**src/slsd_pkg.sv**
```systemverilog
package slsd_pkg;
   // ---------------------------------------------------------------
   // Geometry
   // ---------------------------------------------------------------
   localparam int unsigned STAGES     = 8;
   localparam int unsigned BUF_DEPTH  = 2;
   // ---------------------------------------------------------------
   // Reset values
   // ---------------------------------------------------------------
   localparam logic [7:0]  SHIFT_RST  = 8'h00;
   localparam logic [7:0]  LATCH_RST  = 8'h00;
   localparam logic [1:0]  SYNC_RST   = 2'h0;
   // Undriven defaults: blank high, strobe low
   localparam logic        BLANK_IDLE = 1'b1;
   localparam logic        STROBE_IDLE = 1'b0;
   // ---------------------------------------------------------------
   // Timing
   // ---------------------------------------------------------------
   localparam int unsigned CLK_PERIOD_NS = 10;
   localparam int unsigned T_SETUP_NS    = 50;
   localparam int unsigned SETUP_CYC     =
      (T_SETUP_NS + CLK_PERIOD_NS - 1) / CLK_PERIOD_NS;
endpackage : slsd_pkg

```
**src/slsd_bit_buf.sv**
```systemverilog
`timescale 1ns/1ns
`default_nettype none
module slsd_bit_buf (
   // Clock and reset
   input  wire logic core_clk,
   input  wire logic rst,
   // Fill side
   input  wire logic inValid,
   output logic      inReady,
   input  wire logic inBit,
   // Drain side
   output logic      outValid,
   input  wire logic outReady,
   output logic      outBit
);
   logic [slsd_pkg::BUF_DEPTH-1:0] mem_r;
   logic                           wrIdx_r;
   logic                           rdIdx_r;
   logic [1:0]                     count_r;

   assign inReady  = (count_r != 2'(slsd_pkg::BUF_DEPTH));
   assign outValid = (count_r != 2'h0);
   assign outBit   = mem_r[rdIdx_r];

   always_ff @(posedge core_clk or posedge rst) begin
      if (rst) begin
         mem_r   <= 2'h0;
         wrIdx_r <= 1'b0;
      end else if (inValid && inReady) begin
         mem_r[wrIdx_r] <= inBit;
         wrIdx_r        <= ~wrIdx_r;
      end
   end

   always_ff @(posedge core_clk or posedge rst) begin
      if (rst) begin
         rdIdx_r <= 1'b0;
      end else if (outValid && outReady) begin
         rdIdx_r <= ~rdIdx_r;
      end
   end

   always_ff @(posedge core_clk or posedge rst) begin
      if (rst) begin
         count_r <= 2'h0;
      end else begin
         case ({inValid && inReady, outValid && outReady})
            2'b10:   count_r <= count_r + 2'h1;
            2'b01:   count_r <= count_r - 2'h1;
            default: count_r <= count_r;
         endcase
      end
   end
endmodule : slsd_bit_buf
`default_nettype wire

```
**src/slsd_driver.sv**
```systemverilog
// Summary of operation
// - Shift-clock rising edge captures shift_in_bit into first stage.
// - Each later rising edge moves every stage one step toward cascade output.
// - Strobe high: latches transparently follow the shift-register stages.
// - Blank high turns all eight sinks off.
// - Blanking never alters latch contents.
// - Blank low: each sink follows its own latch bit.
// - Exactly eight sink outputs, indices 0 to 7, one latch each.
// - Last stage drives cascade_bit_out for chaining.
// - Undriven blank reads high, undriven strobe reads low.
`timescale 1ns/1ns
`default_nettype none
module slsd_driver (
   // Clock and reset
   input  wire logic       core_clk,
   input  wire logic       rst,
   // Serial pins from host
   input  wire logic       shiftClk,
   input  wire logic       shiftInBit,
   input  wire logic       parallelLoadStrobe,
   input  wire logic       parallelLoadStrobeDriven,
   input  wire logic       sinkBlank,
   input  wire logic       sinkBlankDriven,
   // Cascade output
   output logic            cascadeBitOut,
   // Sink drivers, high means sinking
   output logic [7:0]      sinkDrives
);
   // ---------------------------------------------------------------
   // Input synchronisers
   // ---------------------------------------------------------------
   logic [1:0] clkSync_r;
   logic [1:0] dataSync_r;
   logic [1:0] strobeSync_r;
   logic [1:0] blankSync_r;
   logic       clkPrev_r;
   logic       strobeIn;
   logic       blankIn;

   // An undriven pin reads as its pull level
   function automatic logic resolvePin(input logic driven,
                                       input logic level,
                                       input logic idle);
      return driven ? level : idle;
   endfunction : resolvePin

   // Pull defaults apply before sampling, so the idle state is synchronised too
   assign strobeIn = resolvePin(parallelLoadStrobeDriven, parallelLoadStrobe,
                                slsd_pkg::STROBE_IDLE);
   assign blankIn  = resolvePin(sinkBlankDriven, sinkBlank,
                                slsd_pkg::BLANK_IDLE);

   always_ff @(posedge core_clk or posedge rst) begin
      if (rst) begin
         clkSync_r    <= slsd_pkg::SYNC_RST;
         dataSync_r   <= slsd_pkg::SYNC_RST;
         strobeSync_r <= slsd_pkg::SYNC_RST;
         blankSync_r  <= {2{slsd_pkg::BLANK_IDLE}};
      end else begin
         clkSync_r    <= {clkSync_r[0], shiftClk};
         dataSync_r   <= {dataSync_r[0], shiftInBit};
         strobeSync_r <= {strobeSync_r[0], strobeIn};
         blankSync_r  <= {blankSync_r[0], blankIn};
      end
   end

   always_ff @(posedge core_clk or posedge rst) begin
      if (rst) begin
         clkPrev_r <= 1'b0;
      end else begin
         clkPrev_r <= clkSync_r[1];
      end
   end

   // ---------------------------------------------------------------
   // Edge detect and buffering
   // ---------------------------------------------------------------
   // Data is sampled together with the clock, so the host's hold time
   // keeps the bit stable through both synchronisers.
   logic shiftEdge;
   logic bufValid;
   logic bufBit;
   logic shiftTake;

   assign shiftEdge = clkSync_r[1] && !clkPrev_r;
   assign shiftTake = bufValid;

   // Two entries absorb an edge arriving while the register is busy;
   // the register drains one bit a cycle so it never really stalls.
   slsd_bit_buf u_buf (
      .core_clk (core_clk),
      .rst      (rst),
      .inValid  (shiftEdge),
      .inReady  (),
      .inBit    (dataSync_r[1]),
      .outValid (bufValid),
      .outReady (shiftTake),
      .outBit   (bufBit)
   );

   // ---------------------------------------------------------------
   // Shift register
   // ---------------------------------------------------------------
   logic [slsd_pkg::STAGES-1:0] shift_r;
   logic [slsd_pkg::STAGES-1:0] shift_nxt;

   always_comb begin
      shift_nxt = {shift_r[slsd_pkg::STAGES-2:0], bufBit};
   end

   always_ff @(posedge core_clk or posedge rst) begin
      if (rst) begin
         shift_r <= slsd_pkg::SHIFT_RST;
      end else if (shiftTake) begin
         shift_r <= shift_nxt;
      end
   end

   // Stage 7 is the eighth stage reached by the first bit
   assign cascadeBitOut = shift_r[slsd_pkg::STAGES-1];

   // ---------------------------------------------------------------
   // Latches
   // ---------------------------------------------------------------
   logic [slsd_pkg::STAGES-1:0] latch_r;

   // Blank is deliberately absent here so blanking cannot disturb contents
   always_ff @(posedge core_clk or posedge rst) begin
      if (rst) begin
         latch_r <= slsd_pkg::LATCH_RST;
      end else if (strobeSync_r[1]) begin
         latch_r <= shift_r;
      end
   end // Hold otherwise

   // ---------------------------------------------------------------
   // Sink drivers
   // ---------------------------------------------------------------
   always_ff @(posedge core_clk or posedge rst) begin
      if (rst) begin
         sinkDrives <= 8'h00;
      end else if (blankSync_r[1]) begin
         sinkDrives <= 8'h00;
      end else begin
         sinkDrives <= latch_r;
      end
   end
endmodule : slsd_driver
`default_nettype wire

```
**config.mk**
```make
export PLATFORM = sky130hd
export DESIGN_NAME = slsd_driver
export DESIGN_NICKNAME = d
export VERILOG_FILES = /design/src/slsd_pkg.sv /design/src/slsd_bit_buf.sv /design/src/slsd_driver.sv
export SDC_FILE = /design/constraint.sdc
export NUM_CORES = 1
export LEC_CHECK = 0
export BUFFER_PORTS_ARGS = -buffer_cell sky130_fd_sc_hd__clkbuf_2
export CAP_MARGIN = 20
export CORE_ASPECT_RATIO = 1.75
export CORE_MARGIN = 2
export CORE_UTILIZATION = 35
export CTS_CLUSTER_DIAMETER = 100
export DETAILED_ROUTE_END_ITERATION = 7
export GPL_ROUTABILITY_DRIVEN = 0
export PLACE_DENSITY_LB_ADDON = 0.3
export SLEW_MARGIN = 20
export SYNTH_ARGS = -nofsm -noshare
export SYNTH_HDL_FRONTEND = slang
export SYNTH_HIERARCHICAL = 1
export SYNTH_SLANG_ARGS = --single-unit
```
**constraint.sdc**
```tcl
create_clock -name core_clk -period 3.6 [get_ports core_clk]
set_clock_uncertainty 0.15 [all_clocks]
set_input_delay 0.36 -clock core_clk [delete_from_list [all_inputs] [get_ports core_clk]]
set_output_delay 0.36 -clock core_clk [all_outputs]
set_load 0.01 [all_outputs]
```
== Word level (Yosys, flattened, before mapping) ==
Index checks and enable logic that the tools add are counted.

* Register bits: 39
* Input bits: 8
* Output and inout bits: 9
* Logic and storage cells: 37

* Add/subtract/negate cells: 2
* Magnitude comparators: 3
* Eq/ne operators: 3
* Mux-type cells: 9
* Bitwise gates (word level): 2
* Reduce and logical (&&, ||, !) cells: 6

{| class="wikitable"
|+ Operators with widths
! operator !! number
|-
| two-way mux 8 bit || 1
|-
| two-way mux 1 bit || 5
|-
| < comparator 1 x 2 -> 1 bit, second input constant || 2
|-
| case mux 2 bit (2 select lines) || 1
|-
| nonzero test 2 bit || 2
|-
| logical AND 1 bit || 3
|-
| adder 2 x 1 -> 2 bit, second input constant || 1
|-
| bitwise mux 2 bit || 1
|-
| equality test 2 x 1 -> 1 bit, second input constant || 1
|-
| equality test 2 bit, second input constant || 1
|-
| inequality test 2 bit, second input constant || 1
|-
| NOT 1 bit || 2
|-
| subtractor 2 x 1 -> 2 bit, second input constant || 1
|-
| demux 1 bit (select 1 bit) || 1
|-
| greater-or-equal comparator 1 bit, second input constant || 1
|-
| zero test 1 bit || 1
|}

== Longest topological paths before layout ==
Gate-level depths: netlist of run 1.

* Depth in word-level cells: 5
* Depth in mapped cells: 6
* Mapped depth without buffers: 6

== By module ==
Netlist of run 1, hierarchy kept.

{| class="wikitable"
|+ Modules (own cells, without submodules)
! module !! times used !! cells each !! area each (µm²) !! seq. area each (µm²)
|-
| slsd_driver || 1 || 63 || 1,163.6 || 828.3
|-
| slsd_bit_buf || 1 || 23 || 290.3 || 150.1
|}

== Worst setup path after synthesis of run 1 ==
No wires, ideal clock.

* Path type: reg2reg
* Start: reg u_buf.count_r[0]
* End: reg u_buf.count_r[1]
* Setup time: 0.079 ns
* Arrival: 1.407 ns
* Required time: 3.371 ns
* Setup slack: 1.964 ns
* Stages on the path, launching flop included: 6
* Path through: dfrtp_1 -> or2_1 -> and2_1 -> ha_1 -> nor2_1 -> xor2_1

* Elaborated cells on any way between the ends: 9
* Classes of those cells: add/sub: 2; eq/ne: 3; mux: 1; reduce/logical: 3

{| class="wikitable"
|+ RTL lines
! item !! RTL line !! RTL
|-
| start: declaration || slsd_bit_buf.sv:19 || <nowiki>logic [1:0] count_r;</nowiki>
|-
| start signal: assignment || slsd_bit_buf.sv:48 || <nowiki>2'b10: count_r <= count_r + 2'h1;</nowiki>
|-
| start signal: assignment || slsd_bit_buf.sv:49 || <nowiki>2'b01: count_r <= count_r - 2'h1;</nowiki>
|-
| start signal: assignment || slsd_bit_buf.sv:50 || <nowiki>default: count_r <= count_r;</nowiki>
|-
| nonzero test 2 bit * || slsd_bit_buf.sv:22 || <nowiki>assign outValid = (count_r != 2'h0);</nowiki>
|-
| net bufValid || slsd_driver.sv:81 || <nowiki>logic bufValid;</nowiki>
|-
| equality test 2 x 1 -> 1 bit or equality test 2 bit (tied branches) || slsd_bit_buf.sv:47 || <nowiki>case ({inValid && inReady, outValid && outReady})</nowiki>
|-
| case mux 2 bit (2 select lines) or nonzero test 2 bit (tied branches) || - ||
|}

The timed path passes the listed nets; every way through them passes the cells marked *.
A chain may end at the register's enable or synchronous reset.

== Worst setup path in the final report of run 1 ==
* Start: reg u_buf.count_r[1]
* End: reg u_buf.count_r[1]

The elaborated chain is that of the path after synthesis.

==> results of run 1 <==
synthesized netlist by cell type (all sizes together):
cell type / instances / area share
and2: 2 / 0.0086
buf: 2 / 0.015
dfrtp: 37 / 0.64
dfstp: 2 / 0.036
ha: 1 / 0.0086
inv: 2 / 0.0052
mux2: 19 / 0.19
nand2: 1 / 0.0026
nand2b: 2 / 0.014
nand3: 1 / 0.0034
nand3b: 1 / 0.0052
nor2: 1 / 0.0026
nor2b: 9 / 0.039
or2: 1 / 0.0043
xnor2: 3 / 0.018
xor2: 2 / 0.012
area by class of cell:
| type | count | area, um^2 | share of cell area |
|---|---|---|---|
| Clock buffer | 7 | 86.3 | 0.0513 |
| Clock inverter | 1 | 5.00 | 0.00298 |
| Inverter | 2 | 7.51 | 0.00446 |
| Multi-Input combinational cell | 43 | 445 | 0.265 |
| Sequential cell | 39 | 978 | 0.582 |
| Tap cell | 49 | 61.3 | 0.0365 |
| Timing Repair Buffer | 18 | 97.6 | 0.0580 |
where the power goes:
group | internal [mW] | leakage [nW] | total (mW) | switching [mW]
logic | 0.277 | 0.295 | 0.409 | 0.132
registers | 0.588 | 0.477 | 0.690 | 0.102
clock network | 0.154 | 0.0482 | 0.300 | 0.146
total | 1.02 | 0.821 | 1.40 | 0.380
logic make-up after synthesis:
kind of cell  Yosys count
mux                    19
flops                  39
buf+inv                 4
fa+ha+maj               1
simple gates           18
xor+xnor                5
layer usage:
layer  part of all wire  wire [um]
met5                  0          0
met2               0.53       1090
met3              0.046         95
met1               0.40        822
met4              0.028         57
flip-flops by register name, summed over array words and instances, names as in the netlist:
name and flops:
blankSync_r 2, clkPrev_r 1, clkSync_r 2, dataSync_r 2, latch_r 8, shift_r 8
sinkDrives 8, strobeSync_r 2, u_buf/count_r 2, u_buf/mem_r 2, u_buf/rdIdx_r 1, u_buf/wrIdx_r 1
final timing paths:
path | from | endpoint | cells after the start
worst max-delay path | u_buf/count_r[1] | u_buf/count_r[1] | 5
worst min-delay path | shiftClk | clkSync_r[0] | 1
worst max register to register | u_buf/count_r[1] | u_buf/count_r[1] | 5
worst min register to register | clkSync_r[0] | clkSync_r[1] | 0
max in group asynchronous | rst | shift_r[6] | 4
min in group asynchronous | rst | u_buf/count_r[1] | 3
worst reg2reg max path, stage by stage (launching register included):
cell and delay, ns:
dfrtp_1 0.44, or2_1 0.42, and2_1 0.27, ha_1 0.32, nor2_1 0.14, xor2_1 0.15
==> flow_summary.toml, run 1 <==
[status]
outcome = "finished, final reports clean"

[power_and_ir_drop]
power_density_nw_per_um2 = 833
p_leak_nw = 0.821
peakVddDrop_mv = 0.356
p_total_mw = 1.40

[die]
die-area_um2 = 4710
boundaryPins = 17
fp.dieH_um = 89.3
start_util = 0.357
num_rows = 31
die_x_um = 52.7
core_area_um2 = 4070

[sta]
setup_violations = 0
fin_ws_ns = 1.63
clock.fmax_mhz = 508
timing.hold.ws_ns = 0.0252
drv_slew = 0
period_share = 0.547
rsz0062_at_grt = "false"
hold_viol_final = 0
relSlewSlack = 0.541
tightest_slew_ns = 0.687
finalCriticalPeriod_ns = 1.97
setup_tns_ns = 0

[final_layout]
fin_area_um2 = 1680
fill_cells = 400
final_cell_mix = "37 x dfrtp_1, 16 x mux2_4, 16 x clkbuf_2, 9 x nor2b_1, 6 x clkbuf_8"
area_growth_pct = 15.7
post-route-util = 0.413
stdcell_count = 159
layout.cells.most_common = "dfrtp_1"
nets = 118
antenna_cells = 0
drive_above_1_share = 0.400

[logic_synthesis]
synth_xor_xnor_area_share = 0.0301
yosys.area_share.simple = 0.0792
syn_area_um2 = 1450
ys_ff_latch = 39
synth_warnings = 6
synth_compound_gate_area_share = 0
synth_top_family_by_area = "multiplexers"
ys_types = 19
synth-seq-area-share = 0.673
synthAdderAreaFrac = 0.00861
synth_fp_nets = 95
synth_mux_area_frac = 0.188
synth_cells = 86
syn_area_per_cell_um2 = 16.9

[global_route]
grt_overflow = 0
use_met2 = 0.180
met1_usage = 0.127
antenna_found_initial = 0
grt.total_usage = 0.113
grt_pass1_wl_um = 3710
grt-busiest-layer = "met2"
grt_pass1_vias = 776
globalRouteMet3Util = 0.0452
grt_max_degree = 19

[clocking]
cts_setup_buffers = 0
clk_latency_ns = 0.29
cts-root-buf = "clkbuf_8"
cts_inserted_buffers = 5
clkTransAtPathRegs_ns = 0.08
cts.path.max_buffers = 2
htree_levels = 2
ctsHoldBuffers = 1
cts.sinks = 39
cts_resized = 0
cts_tree = "yes"

[detailed_routing]
drt.antenna.violating_nets = 0
dr.pass1.iters = 2
route.detailed.wl_per_inst_um = 13.0
drc_errors = 0
dr_total_vias = 701
routed_wl_um = 2070
drt_iter0_drc = 1
vias_per_cell = 4.41

[placed_design]
place_inst = 150
port_buffers = 16
place_hpwl_um = 1470
dpl_cell_area_um2 = 1580
pre_cts_ws_ns = 1.62

[critical_path]
arrival_ns = 2.04
r2r_slack_ns = 1.63
worstPathMaxFanout = 10
worstPathCellList = "or2_1, and2_1, ha_1, nor2_1, xor2_1"
worst_path_max_delay_cell = "dfrtp_1"
start_kind = "flip-flop"
cp_num_buf_inv = 0
cp_top_family = "simple AND/OR/NAND/NOR gates"
crit_required_ns = 3.67
path_class = "flip-flop to flip-flop"
critPathMaxStageDelay_ns = 0.44
endpoint_kind = "flip-flop"

[run]
maxCapViolations = 0

[worst_hold_path]
holdCritPathClass = "input pin to flip-flop"
No activity file was read; power rests on OpenSTA's default activity.
==> run 2: changes to the inputs <==
==> constraint.sdc (replaced) <==
create_clock -name core_clk -period 2 [get_ports core_clk]
set_clock_uncertainty 0.15 [all_clocks]
set_input_delay 0.2 -clock core_clk [delete_from_list [all_inputs] [get_ports core_clk]]
set_output_delay 0.2 -clock core_clk [all_outputs]
set_load 0.01 [all_outputs]
==> run 2 against run 1 <==
Count of clock-buffer cells in the layout fell by 1. Die area stayed put. Setup slack got worse by 1.3 ns. Cell count is 4.4% higher. Sequential power increased by 80%.
==> flow_summary.toml, run 2 (synthesis gave the netlist of run 1 again) <==
[status]
outcome = "finished, final reports clean"

[clocking]
clk_latency_ns = 0.29
htree_levels = 2
cts.path.max_buffers = 2
cts_tree = "yes"
cts_resized = 0
cts_setup_buffers = 0
cts.sinks = 39
cts-root-buf = "clkbuf_8"
clkTransAtPathRegs_ns = 0.07
cts_inserted_buffers = 5

[die]
boundaryPins = 17
die_x_um = 52.7
core_area_um2 = 4070
fp.dieH_um = 89.3
num_rows = 31
die-area_um2 = 4710
start_util = 0.357

[sta]
drv_slew = 0
finalCriticalPeriod_ns = 1.70
timing.hold.ws_ns = 0.199
tightest_slew_ns = 0.463
clock.fmax_mhz = 587
setup_violations = 0
period_share = 0.851
relSlewSlack = 0.691
rsz0062_at_grt = "false"
hold_viol_final = 0
setup_tns_ns = 0

[worst_hold_path]
hold_depth = 0
hp-start = "strobeSync_r[0]"
holdCritPathClass = "flip-flop to flip-flop"
whs_endpoint = "strobeSync_r[1]"

[detailed_routing]
drc_errors = 0
drt_iter0_drc = 8
vias_per_cell = 4.28
dr.pass1.iters = 3
route.detailed.wl_per_inst_um = 12.3
routed_wl_um = 2030
drt.antenna.violating_nets = 0
dr_total_vias = 710

[final_layout]
final_cell_mix = "37 x dfrtp_1, 16 x mux2_4, 16 x clkbuf_2, 9 x nor2b_1, 7 x dlygate4sd3_1"
seq_area_um2 = 978
reg_top3 = "latch_r x8, shift_r x8, sinkDrives x8"
fill_cells = 372
nets = 125
antenna_cells = 0
area_growth_pct = 22.1
fin_area_um2 = 1780
layout.cells.most_common = "dfrtp_1"
drive_above_1_share = 0.393
post-route-util = 0.436
multi_input_area_um2 = 445

[critical_path]
path_class = "flip-flop to flip-flop"
r2r-end = "u_buf/count_r[1]"
crit_required_ns = 2.06
r2r_start = "u_buf/count_r[0]"
start_kind = "flip-flop"
worstPathMaxFanout = 4
r2r_slack_ns = 0.30
arrival_ns = 1.76
endpoint_kind = "flip-flop"
reg2reg_depth = 5

[global_route]
grt-busiest-layer = "met2"
grt_overflow = 0
grt_max_degree = 34
use_met2 = 0.178
grt_pass1_wl_um = 3680
globalRouteMet3Util = 0.0301
grt.total_usage = 0.110
antenna_found_initial = 0
met1_usage = 0.122
grt_pass1_vias = 784

[run]
maxCapViolations = 0

[placed_design]
place_hpwl_um = 1390
dpl_cell_area_um2 = 1590
port_buffers = 16

[power_and_ir_drop]
p_leak_nw = 0.863
power_density_nw_per_um2 = 1510
p_total_mw = 2.68
peakVddDrop_mv = 0.889
-- run 2: cell count changes in the layout (fill, tap and decap cells not counted), sizes merged --
cell and change:
buf +1, bufinv +1, clkbuf -1, dlygate4sd3 +6
-- run 2: routing by layer --
metal / vias up / wire length (um)
met5: - / 0
met4: 0 / 70
met3: 6 / 76
met2: 14 / 1050
met1: 352 / 839
li1: 338 / -
-- run 2: final cells by class --
| class | instances | share of cell area |
|---|---|---|
| clock inverter | 2 | 0.0197 |
| clock buffer | 6 | 0.0465 |
| tap | 49 | 0.0345 |
| inverter | 2 | 0.00423 |
| sequential | 39 | 0.551 |
| timing repair buffer | 25 | 0.0930 |
| multi-input combinational | 43 | 0.251 |
-- run 2: critical path, stage by stage (launching register included) --
cell and delay (ns):
dfrtp_1 0.43, or2_1 0.26, and2_1 0.18, ha_1 0.32
nor2_1 0.14, xor2_1 0.15
-- run 2: where the power goes --
group,total [mW],internal [mW],switching [mW]
sequential,1.24,1.06,0.180
combinational,0.771,0.519,0.252
clock,0.670,0.404,0.267
-- run 2: worst max path at each step --
stage / slack, ns / endpoint / depth (start not counted) / startpoint
after floorplan: 0.36 / u_buf/count_r[1] / 5 / u_buf/count_r[0]
after global placement: 0.36 / u_buf/count_r[1] / 5 / u_buf/count_r[0]
after detailed placement: 0.31 / u_buf/count_r[1] / 5 / u_buf/count_r[0]
after CTS: 0.29 / u_buf/count_r[1] / 5 / u_buf/count_r[0]
after global routing: 0.18 / u_buf/count_r[1] / 6 / u_buf/count_r[0]
final: 0.30 / u_buf/count_r[1] / 5 / u_buf/count_r[0]
-- run 2: repair_timing --
action	in CTS	in global routing
hold endpoints to repair	41	0
endpoints found under the setup margin	0	0
hold buffers	7	0
-- run 2: metrics by stage --
step	setup slack (ns)	std cells
final	0.297	166
after floorplan	0.364	86
after global placement	0.356	151
after detailed placement	0.311	151
after global routing	0.177	166
after CTS	0.287	166
==> run 3: changes to the inputs <==
--- a/config.mk
+++ b/config.mk
@@ -13,7 +13,7 @@
 export CTS_CLUSTER_DIAMETER = 100
 export DETAILED_ROUTE_END_ITERATION = 7
 export GPL_ROUTABILITY_DRIVEN = 0
-export PLACE_DENSITY_LB_ADDON = 0.3
+export PLACE_DENSITY = 0.53
 export SLEW_MARGIN = 20
 export SYNTH_ARGS = -nofsm -noshare
 export SYNTH_HDL_FRONTEND = slang
==> run 3 against run 2 <==
Critical path depth grew 1. Worst hold slack gained 0.0051 ns. Critical path type unchanged. Clock power shrank 16%. Routed wire length shrank 5.8%. Total power shrank 4.3%. Sequential share of layout area grew 0.55 points. Highest routed layer unchanged. Register-to-register slack lost 0.04 ns.
==> flow_summary.toml, run 3 (synthesis gave the netlist of run 1 again) <==
[clocking]
cts.path.max_buffers = 2
cts_tree = "yes"
cts.sinks = 39
clkTransAtPathRegs_ns = 0.07
cts-root-buf = "clkbuf_8"
htree_levels = 2
cts_setup_buffers = 0
cts_inserted_buffers = 5
clk_latency_ns = 0.28

[final_layout]
post-route-util = 0.432
reg_top3 = "latch_r x8, shift_r x8, sinkDrives x8"
final_cell_mix = "37 x dfrtp_1, 16 x mux2_4, 16 x clkbuf_2, 9 x nor2b_1"
antenna_cells = 0
fin_area_um2 = 1760
fill_cells = 393
layout.cells.most_common = "dfrtp_1"
seq_area_um2 = 978
area_growth_pct = 20.9
nets = 125
stdcell_count = 166
multi_input_area_um2 = 445
drive_above_1_share = 0.385

[sta]
hold_viol_final = 0
finalCriticalPeriod_ns = 1.74
setup_violations = 0
tightest_slew_ns = 0.454
rsz0062_at_grt = "false"
drv_slew = 0
period_share = 0.872
clock.fmax_mhz = 573
fin_ws_ns = 0.255
setup_tns_ns = 0
timing.hold.ws_ns = 0.205
relSlewSlack = 0.697

[placed_design]
place_hpwl_um = 1340
place_inst = 151
pre_cts_ws_ns = 0.265
dpl_cell_area_um2 = 1590
port_buffers = 16

[critical_path]
worstPathMaxFanout = 4
cp_top_family = "simple AND/OR/NAND/NOR gates"
start_kind = "flip-flop"
arrival_ns = 1.80
endpoint_kind = "flip-flop"
path_class = "flip-flop to flip-flop"
critPathMaxStageDelay_ns = 0.43
worst_path_max_delay_cell = "dfrtp_1"
crit_required_ns = 2.06
cp_num_buf_inv = 0
worstPathCellList = "or2_1, and2_1, ha_1, xnor2_1, nor2_1, xor2_1"

[die]
die_x_um = 52.7
boundaryPins = 17
num_rows = 31
fp.dieH_um = 89.3
core_area_um2 = 4070
start_util = 0.357
die-area_um2 = 4710

[run]
maxCapViolations = 0

[status]
outcome = "finished, final reports clean"

[detailed_routing]
drt_iter0_drc = 8
dr_total_vias = 708
dr.pass1.iters = 3
drc_errors = 0
route.detailed.wl_per_inst_um = 11.5
routed_wl_um = 1920
vias_per_cell = 4.27
drt.antenna.violating_nets = 0

[global_route]
grt.total_usage = 0.105
grt_overflow = 0
antenna_found_initial = 0
grt_pass1_vias = 759
grt_max_degree = 34
grt_pass1_wl_um = 3440

[power_and_ir_drop]
power_density_nw_per_um2 = 1460
p_leak_nw = 0.854
peakVddDrop_mv = 0.889
p_total_mw = 2.56

[worst_hold_path]
holdCritPathClass = "flip-flop to flip-flop"
==> run 3: cell types whose count changed in the layout (fill, tap and decap cells not counted) <==
cell / delta
clkinv_2: -1
clkbuf_1: +1
clkbuf_8: +1
bufinv_16: -1
==> run 3: final cells by class <==
class                           count  share of cell area
Clock buffer                        8              0.0569
Multi-Input combinational cell     43               0.253
Tap cell                           49              0.0349
Timing Repair Buffer               25              0.0939
Inverter                            2             0.00427
Sequential cell                    39               0.557
==> run 3: worst paths after layout <==
check                                   end  cells past startpoint        startpoint  slack, ns
min in group asynchronous  u_buf/count_r[1]                      3               rst       0.21
setup / recovery           u_buf/count_r[1]                      6  u_buf/count_r[0]       0.26
hold / removal              strobeSync_r[1]                      0   strobeSync_r[0]       0.20
setup reg to reg           u_buf/count_r[1]                      6  u_buf/count_r[0]       0.26
max in group asynchronous    blankSync_r[0]                      4               rst       0.99
hold reg to reg             strobeSync_r[1]                      0   strobeSync_r[0]       0.20
==> run 3: metal layers <==
metal	global-route usage	vias to the layer above	share of wire
met4	0.0839	0	0.039
met3	0.0301	6	0.030
met2	0.169	15	0.53
met5	0	-	0
met1	0.111	348	0.40
li1	-	339	-
==> run 3: repair_timing <==
action | CTS | global route
endpoints found under the hold margin | 41 | 0
hold buffers | 7 | 0
gates resized for setup | 0 | 0
==> run 3: power by group <==
group / total [mW] / leakage (nW) / switching (mW) / internal [mW]
sequential: 1.23 / 0.477 / 0.176 / 1.06
clock: 0.561 / 0.0515 / 0.247 / 0.314
combinational: 0.767 / 0.325 / 0.247 / 0.520
total: 2.56 / 0.854 / 0.670 / 1.89
